$ cat src/core/bsf_pkg.sv
// Package: register map, reset values and field layout for bank select and fault flags
package bsf_pkg;
  // ----------------------------------------
  // Register offsets
  // ----------------------------------------
  localparam logic [7:0] BANK_CHOICE_OFS = 8'hF0;
  localparam logic [7:0] FAULT_FLAG_ONE_OFS = 8'hF1;
  localparam logic [7:0] FAULT_FLAG_TWO_OFS = 8'hF2;
  // ----------------------------------------
  // Reset values and fields
  // ----------------------------------------
  localparam logic [7:0] BANK_CHOICE_RST = 8'h00;
  localparam logic [7:0] FAULT_FLAG_RST = 8'h00;
  localparam int BANK_BIT = 0;
  localparam int FLAG_W = 8;
  // ----------------------------------------
  // Power states
  // ----------------------------------------
  typedef enum logic [0:0] {
    BSF_SHUTDOWN = 1'b0,
    BSF_ACTIVE = 1'b1
  } bsf_state_e;
endpackage

$ cat src/core/bsf_bank_fault.sv
// Bank choice register, sticky fault flags with write-one-to-clear and fault interrupt
// Functional notes
// - Bit 0 of bank choice picks bank
// - Bank choice at F0h, resets to 00h
// - Activity input selects active or shutdown state
// - Fault interrupt goes low on detected fault
// - Flag clears only by host writing one
// - Flags stay set after fault disappears
module bsf_bank_fault (
  input wire logic i_mclk,
  input wire logic i_nrst,
  input wire logic i_activity_request_input,
  input wire logic [7:0] i_fault_one,
  input wire logic [7:0] i_fault_two,
  input wire logic i_reg_wr,
  input wire logic i_reg_rd,
  input wire logic [7:0] i_reg_addr,
  input wire logic [7:0] i_reg_wdata,
  output logic [7:0] o_reg_rdata,
  output logic o_reg_rvalid,
  output logic o_bank_sel,
  output logic o_active,
  output logic o_fault_interrupt_output_n
);
  logic [7:0] bank_choice_r;
  logic [7:0] flag_one_r;
  logic [7:0] flag_two_r;
  logic [7:0] flag_one_nxt;
  logic [7:0] flag_two_nxt;
  bsf_pkg::bsf_state_e state_r;

  function automatic logic hit(input logic [7:0] addr, input logic [7:0] ofs);
    hit = (addr == ofs);
  endfunction

  // ----------------------------------------
  // Bank choice register
  // ----------------------------------------
  // Reserved upper bits are stored and read back as written
  always_ff @(posedge i_mclk) begin
    if (!i_nrst) begin
      bank_choice_r <= bsf_pkg::BANK_CHOICE_RST;
    end else if (i_reg_wr && hit(i_reg_addr, bsf_pkg::BANK_CHOICE_OFS)) begin
      bank_choice_r <= i_reg_wdata;
    end
  end

  always_ff @(posedge i_mclk) begin
    if (!i_nrst) begin
      o_bank_sel <= 1'b0;
    end else begin
      o_bank_sel <= bank_choice_r[bsf_pkg::BANK_BIT];
    end
  end

  // ----------------------------------------
  // Sticky fault flags
  // ----------------------------------------
  // A new fault in the clearing cycle keeps its flag set
  // A clearing write only reaches the flag register it addresses
  always_comb begin
    flag_one_nxt = flag_one_r;
    flag_two_nxt = flag_two_r;
    if (i_reg_wr && hit(i_reg_addr, bsf_pkg::FAULT_FLAG_ONE_OFS)) begin
      flag_one_nxt = flag_one_r & ~i_reg_wdata;
    end
    if (i_reg_wr && hit(i_reg_addr, bsf_pkg::FAULT_FLAG_TWO_OFS)) begin
      flag_two_nxt = flag_two_r & ~i_reg_wdata;
    end
    flag_one_nxt = flag_one_nxt | i_fault_one;
    flag_two_nxt = flag_two_nxt | i_fault_two;
  end

  always_ff @(posedge i_mclk) begin
    if (!i_nrst) begin
      flag_one_r <= bsf_pkg::FAULT_FLAG_RST;
      flag_two_r <= bsf_pkg::FAULT_FLAG_RST;
    end else begin
      flag_one_r <= flag_one_nxt;
      flag_two_r <= flag_two_nxt;
    end
  end

  // ----------------------------------------
  // Interrupt and power state
  // ----------------------------------------
  // Interrupt trails the flags by one cycle so the pin comes straight from a flop
  always_ff @(posedge i_mclk) begin
    if (!i_nrst) begin
      o_fault_interrupt_output_n <= 1'b1;
    end else begin
      o_fault_interrupt_output_n <= ~(|flag_one_r | |flag_two_r);
    end
  end

  // Activity level is used as is: it is synchronous, so no filter is needed
  always_ff @(posedge i_mclk) begin
    if (!i_nrst) begin
      state_r <= bsf_pkg::BSF_SHUTDOWN;
    end else begin
      case (i_activity_request_input)
        1'b1: state_r <= bsf_pkg::BSF_ACTIVE;
        default: state_r <= bsf_pkg::BSF_SHUTDOWN;
      endcase
    end
  end

  always_ff @(posedge i_mclk) begin
    if (!i_nrst) begin
      o_active <= 1'b0;
    end else begin
      o_active <= (state_r == bsf_pkg::BSF_ACTIVE);
    end
  end

  // ----------------------------------------
  // Register read port
  // ----------------------------------------
  // Unmapped offsets read as zero
  // Read data stands one cycle only; a late sampler sees zero
  always_ff @(posedge i_mclk) begin
    if (!i_nrst) begin
      o_reg_rdata <= 8'h00;
      o_reg_rvalid <= 1'b0;
    end else begin
      o_reg_rvalid <= i_reg_rd;
      if (!i_reg_rd) begin
        o_reg_rdata <= 8'h00;
      end else if (hit(i_reg_addr, bsf_pkg::BANK_CHOICE_OFS)) begin
        o_reg_rdata <= bank_choice_r;
      end else if (hit(i_reg_addr, bsf_pkg::FAULT_FLAG_ONE_OFS)) begin
        o_reg_rdata <= flag_one_r;
      end else if (hit(i_reg_addr, bsf_pkg::FAULT_FLAG_TWO_OFS)) begin
        o_reg_rdata <= flag_two_r;
      end else begin
        o_reg_rdata <= 8'h00;
      end
    end
  end

  // ----------------------------------------
  // Assertions: bank choice and read port
  // ----------------------------------------
  chk_bank_reset: assert property (@(posedge i_mclk) !i_nrst |=> bank_choice_r == 8'h00)
    else $error("bank choice not zero after reset");
  chk_bank_write: assert property (@(posedge i_mclk) disable iff (!i_nrst)
    i_reg_wr && i_reg_addr == 8'hF0 |=> ##1 o_bank_sel == $past(i_reg_wdata[0], 2))
    else $error("bank select did not follow write");
  chk_bank_store: assert property (@(posedge i_mclk) disable iff (!i_nrst)
    i_reg_wr && i_reg_addr == 8'hF0 |=> bank_choice_r == $past(i_reg_wdata))
    else $error("bank choice did not store all bits");
  chk_bank_steady: assert property (@(posedge i_mclk) disable iff (!i_nrst)
    !(i_reg_wr && i_reg_addr == 8'hF0) |=> $stable(bank_choice_r))
    else $error("bank choice changed without write");
  chk_bank_readback: assert property (@(posedge i_mclk) disable iff (!i_nrst)
    i_reg_rd && i_reg_addr == 8'hF0 |=> o_reg_rvalid && o_reg_rdata == $past(bank_choice_r))
    else $error("bank choice read back wrong");
  chk_read_idle: assert property (@(posedge i_mclk) disable iff (!i_nrst)
    !i_reg_rd |=> !o_reg_rvalid && o_reg_rdata == 8'h00)
    else $error("read port not idle");
  chk_read_unmapped: assert property (@(posedge i_mclk) disable iff (!i_nrst)
    i_reg_rd && !(i_reg_addr inside {8'hF0, 8'hF1, 8'hF2}) |=> o_reg_rdata == 8'h00)
    else $error("unmapped offset read not zero");

  // ----------------------------------------
  // Assertions: power state
  // ----------------------------------------
  chk_active_follow: assert property (@(posedge i_mclk) disable iff (!i_nrst)
    i_activity_request_input ##1 i_nrst |=> o_active)
    else $error("active state not entered");
  chk_shutdown_state_follow: assert property (@(posedge i_mclk) disable iff (!i_nrst)
    !i_activity_request_input ##1 i_nrst |=> !o_active)
    else $error("shutdown state not entered");

  // ----------------------------------------
  // Assertions: fault flags and interrupt
  // ----------------------------------------
  chk_irq_assert: assert property (@(posedge i_mclk) disable iff (!i_nrst)
    (|i_fault_one) |=> ##1 !o_fault_interrupt_output_n)
    else $error("interrupt not asserted on fault");
  chk_flag_sticky: assert property (@(posedge i_mclk) disable iff (!i_nrst)
    flag_one_r[0] && !(i_reg_wr && i_reg_addr == 8'hF1 && i_reg_wdata[0]) |=> flag_one_r[0])
    else $error("flag cleared without host write");
  chk_flag_clear: assert property (@(posedge i_mclk) disable iff (!i_nrst)
    i_reg_wr && i_reg_addr == 8'hF2 && i_reg_wdata[3] && !i_fault_two[3] |=> !flag_two_r[3])
    else $error("write one did not clear flag");
  chk_irq_release: assert property (@(posedge i_mclk) disable iff (!i_nrst)
    flag_one_r == 8'h00 && flag_two_r == 8'h00 |=> o_fault_interrupt_output_n)
    else $error("interrupt held with no flags");
  chk_irq_two: assert property (@(posedge i_mclk) disable iff (!i_nrst)
    (|i_fault_two) |=> ##1 !o_fault_interrupt_output_n)
    else $error("interrupt not asserted on second register fault");
  chk_irq_hold: assert property (@(posedge i_mclk) disable iff (!i_nrst)
    flag_one_r != 8'h00 || flag_two_r != 8'h00 |=> !o_fault_interrupt_output_n)
    else $error("interrupt released with a flag set");
  chk_flag_set_one: assert property (@(posedge i_mclk) disable iff (!i_nrst)
    (|i_fault_one) |=> (flag_one_r & $past(i_fault_one)) == $past(i_fault_one))
    else $error("fault did not set first register flag");
  chk_flag_set_two: assert property (@(posedge i_mclk) disable iff (!i_nrst)
    (|i_fault_two) |=> (flag_two_r & $past(i_fault_two)) == $past(i_fault_two))
    else $error("fault did not set second register flag");
  chk_flag_keep_one: assert property (@(posedge i_mclk) disable iff (!i_nrst)
    !(i_reg_wr && i_reg_addr == 8'hF1) |=> (flag_one_r & $past(flag_one_r)) == $past(flag_one_r))
    else $error("first register flag dropped without clearing write");
  chk_flag_keep_two: assert property (@(posedge i_mclk) disable iff (!i_nrst)
    !(i_reg_wr && i_reg_addr == 8'hF2) |=> (flag_two_r & $past(flag_two_r)) == $past(flag_two_r))
    else $error("second register flag dropped without clearing write");
  chk_clear_one: assert property (@(posedge i_mclk) disable iff (!i_nrst)
    i_reg_wr && i_reg_addr == 8'hF1 |=> (flag_one_r & $past(i_reg_wdata) & ~$past(i_fault_one)) == 8'h00)
    else $error("write one did not clear first register flag");
  chk_flag_readback: assert property (@(posedge i_mclk) disable iff (!i_nrst)
    i_reg_rd && i_reg_addr == 8'hF1 |=> o_reg_rdata == $past(flag_one_r))
    else $error("flag register read back wrong");

  // ----------------------------------------
  // Cover points
  // ----------------------------------------
  cov_bank_one: cover property (@(posedge i_mclk) disable iff (!i_nrst) o_bank_sel ##1 !o_bank_sel);
  cov_fault_clear: cover property (@(posedge i_mclk) disable iff (!i_nrst)
    !o_fault_interrupt_output_n ##[1:20] o_fault_interrupt_output_n);
  cov_active: cover property (@(posedge i_mclk) disable iff (!i_nrst) !o_active ##1 o_active);
  cov_shutdown: cover property (@(posedge i_mclk) disable iff (!i_nrst) o_active ##1 !o_active);
  cov_two_clear: cover property (@(posedge i_mclk) disable iff (!i_nrst)
    flag_two_r != 8'h00 ##1 flag_two_r == 8'h00);
endmodule

$ cat config.mk
export PLATFORM = sky130hd
export DESIGN_NAME = bsf_bank_fault
export DESIGN_NICKNAME = d
export VERILOG_FILES = /design/src/core/bsf_pkg.sv /design/src/core/bsf_bank_fault.sv
export SDC_FILE = /design/constraint.sdc
export NUM_CORES = 1
export LEC_CHECK = 0
export BUFFER_PORTS_ARGS = -buffer_cell sky130_fd_sc_hd__buf_2
export CORE_MARGIN = 2
export CORE_UTILIZATION = 52
export CTS_CLUSTER_SIZE = 10
export DETAILED_ROUTE_END_ITERATION = 10
export PLACE_DENSITY = 0.82
export SYNTH_ARGS = -nofsm -noshare
export SYNTH_HDL_FRONTEND = slang
export SYNTH_SLANG_ARGS = --single-unit
$ cat constraint.sdc
create_clock -name i_mclk -period 3.1 [get_ports i_mclk]
set_input_delay 0.465 -clock i_mclk [delete_from_list [all_inputs] [get_ports i_mclk]]
set_output_delay 0.465 -clock i_mclk [all_outputs]
set_load 0.005 [all_outputs]
==> flow_summary_export.csv <==
group,metric,value,unit
floorplanning,die_h,57.7,µm
run_status,status,"finished, final reports clean",
power,power,0.828,mW
place,gp_congestion,0.828,
critical_path,path_max_fanout,11,
power,leakage,0.843,nW
clocking,htree_levels,2,
job,maxCapViolCount,0,
finish,layout-drive-gt1-share,27.3,%
clocking,cts_sinks,37,
detailed_routing,antenna_left,0,
timing,tightest_slew,0.947,ns
place,preCtsSetupSlack,1.03,ns
clocking,post_cts_buffers,0,
detailed_routing,avgViaCountPerCell,5.41,
clocking,clk_pin_slew_worst_paths,0.10,ns
global_route,grt_first_pass_wirelength,5550,µm
floorplanning,core,2760,µm²
finish,antenna_cells,0,
detailed_routing,dr_total_vias,1359,
synthesis,synth_area_leader_cell,"dfxtp_1",
floorplanning,ios,49,
global_route,busiest_layer,"met2",
clocking,hold_buffers,0,
global_route,globalRouteMet1Util,29.0,%
global_route,grt_usage,22.1,%
synthesis,synthCells,170,
global_route,grt_max_degree,36,
timing,setup_viol_count_final,0,
synthesis,syn_nets,207,
timing,hold_viol,0,
power,vdd_drop_max,0.390,mV
finish,final_cell_mix,"buf_2 (48), dfxtp_1 (37), inv_1 (19)",
power,p_per_area,458,nW/µm²
finish,fill_cells,256,
place,portBuffers,48,
hold_path,min_path_type,"in -> reg",
finish,finalNonFillerCells,251,
synthesis,yosysTopAreaCellShare,49.4,%
detailed_routing,wl,3320,µm
detailed_routing,dr.pass1.iters,4,
timing,period_share,56.4,%
timing,max_slew_margin,36.4,%
clocking,cts_tree,"done",
global_route,use_met3,7.37,%
global_route,grt_pass1_vias,1259,
detailed_routing,drcViolationCount,0,
synthesis,yosysSeqAreaShare,49.4,%
finish,final_nets,256,
timing,fin_ws,1.35,ns
global_route,grt_overflow,0,
critical_path,endpoint_kind,"flop",
clocking,clk_latency,0.34,ns
synthesis,syn_avg_cell_area,8.82,µm²
synthesis,ys_warn_count,0,
floorplanning,num_rows,19,
floorplanning,start_util,54.4,%
clocking,numCtsBuffers,5,
synthesis,synth.area.top_cells,"dfxtp_1 (49%), a31oi_1 (6.7%), mux2i_1 (5.3%), o21ai_0 (5.3%), inv_1 (4.8%)",
synthesis,synth_area,1500,µm²
floorplanning,dieArea,3330,µm²
global_route,grt_antenna_before_repair,0,
synthesis,synth_seq_cells,37,
timing,max_freq,572,MHz
timing,min_period,1.75,ns
place,dpl_cell_area,1760,µm²
critical_path,crit_type,"in -> reg",
synthesis,synth_cell_types,21,
floorplanning,die_w,57.7,µm
clocking,root_buffer,"clkbuf_4",
place,dp.cells,243,
timing,fin_skew,0.00468,ns
critical_path,cp-start-kind,"input port",
critical_path,cp.arrival,2.02,ns
critical_path,critPathRequiredTime,3.37,ns
detailed_routing,initialDrtViolationCount,40,
detailed_routing,wl_per_cell,13.2,µm
timing,grt_setup_unrepaired,"false",
global_route,use_met2,33.3,%
timing,setup_tns,0,ns
clocking,clock_path_buffers,2,
finish,final_cell_area,1810,µm²
finish,final_common_cell,"buf_2",
clocking,cts_resized,0,
timing,drv_slew,0,
finish,syn_to_final_growth,20.7,%
place,dp_hpwl,2480,µm
## sequential cells by signal (all words and copies together), names as in the netlist
register                    flops
bank_choice_r                   8
flag_one_r                      8
flag_two_r                      8
o_reg_rdata                     8
o_active                        1
o_bank_sel                      1
o_fault_interrupt_output_n      1
o_reg_rvalid                    1
state_r                         1
## final timing paths
path	from	endpoint	depth (start not counted)	slack, ns
max reg2reg	flag_two_r[7]	o_reg_rdata[7]	2	1.94
min	i_reg_rd	o_reg_rvalid	3	0.32
max	i_reg_addr[1]	bank_choice_r[2]	4	1.35
min reg2reg	state_r	o_active	1	0.44
## Yosys cell counts
cell        n
nand4_1     2
nor3_4      1
nand2_1    18
nor2b_1     8
o21ai_0    16
nor4_1      4
nor2_1      8
or2_1       1
nand2b_1   10
or4_1       1
buf_2       1
mux2i_1     8
a31oi_1    16
and2_1      2
dfxtp_1    37
a2111oi_0   8
clkbuf_1    6
or3_1       1
buf_4       1
nor4_2      2
inv_1      19
## report_power, final
part	leakage, nW	internal, mW	total (mW)	switching [mW]
clock network	0.0320	0.0864	0.240	0.154
logic	0.506	0.0390	0.0819	0.0429
registers	0.304	0.493	0.506	0.0129
## kinds of logic (layout without fill, tap and decap cells)
logic type	after synthesis	in the layout	synth area share (%)
DFF	37	37	49.4
buffers and inverters	27	77	7.10
and+or+nand+nor	58	58	21.5
AOI/OAI and AO/OA	40	40	16.7
muxes	8	8	5.34
## worst max-delay path, stage by stage
cell     delay, ns
buf_2         0.15
or4_1         0.67
nor3_4        0.48
mux2i_1       0.25
## cell type report
class	count	area (µm²)	share of cell area [%]
clock inverter	2	10.0	0.553
tap	31	38.8	2.14
inverter	19	71.3	3.94
multi-input combinational	106	652	36.0
sequential	37	741	40.9
timing repair buffer	50	255	14.1
clock buffer	6	41.3	2.28
## metrics by stage
| stage | hold slack [ns] | utilization (%) |
|---|---|---|
| after floorplan | 0.412 | - |
| after global placement | 0.414 | 63.7 |
| after detailed placement | 0.421 | 63.7 |
| after CTS | 0.317 | 65.6 |
| after global routing | 0.306 | 65.6 |
| final | 0.321 | 65.6 |
## layer usage
layer	vias to the layer above	wire (µm)
li1	689	-
met1	618	1580
met2	40	1470
met3	12	190
met4	0	88
met5	-	0
No activity file was read; power rests on OpenSTA's default activity.
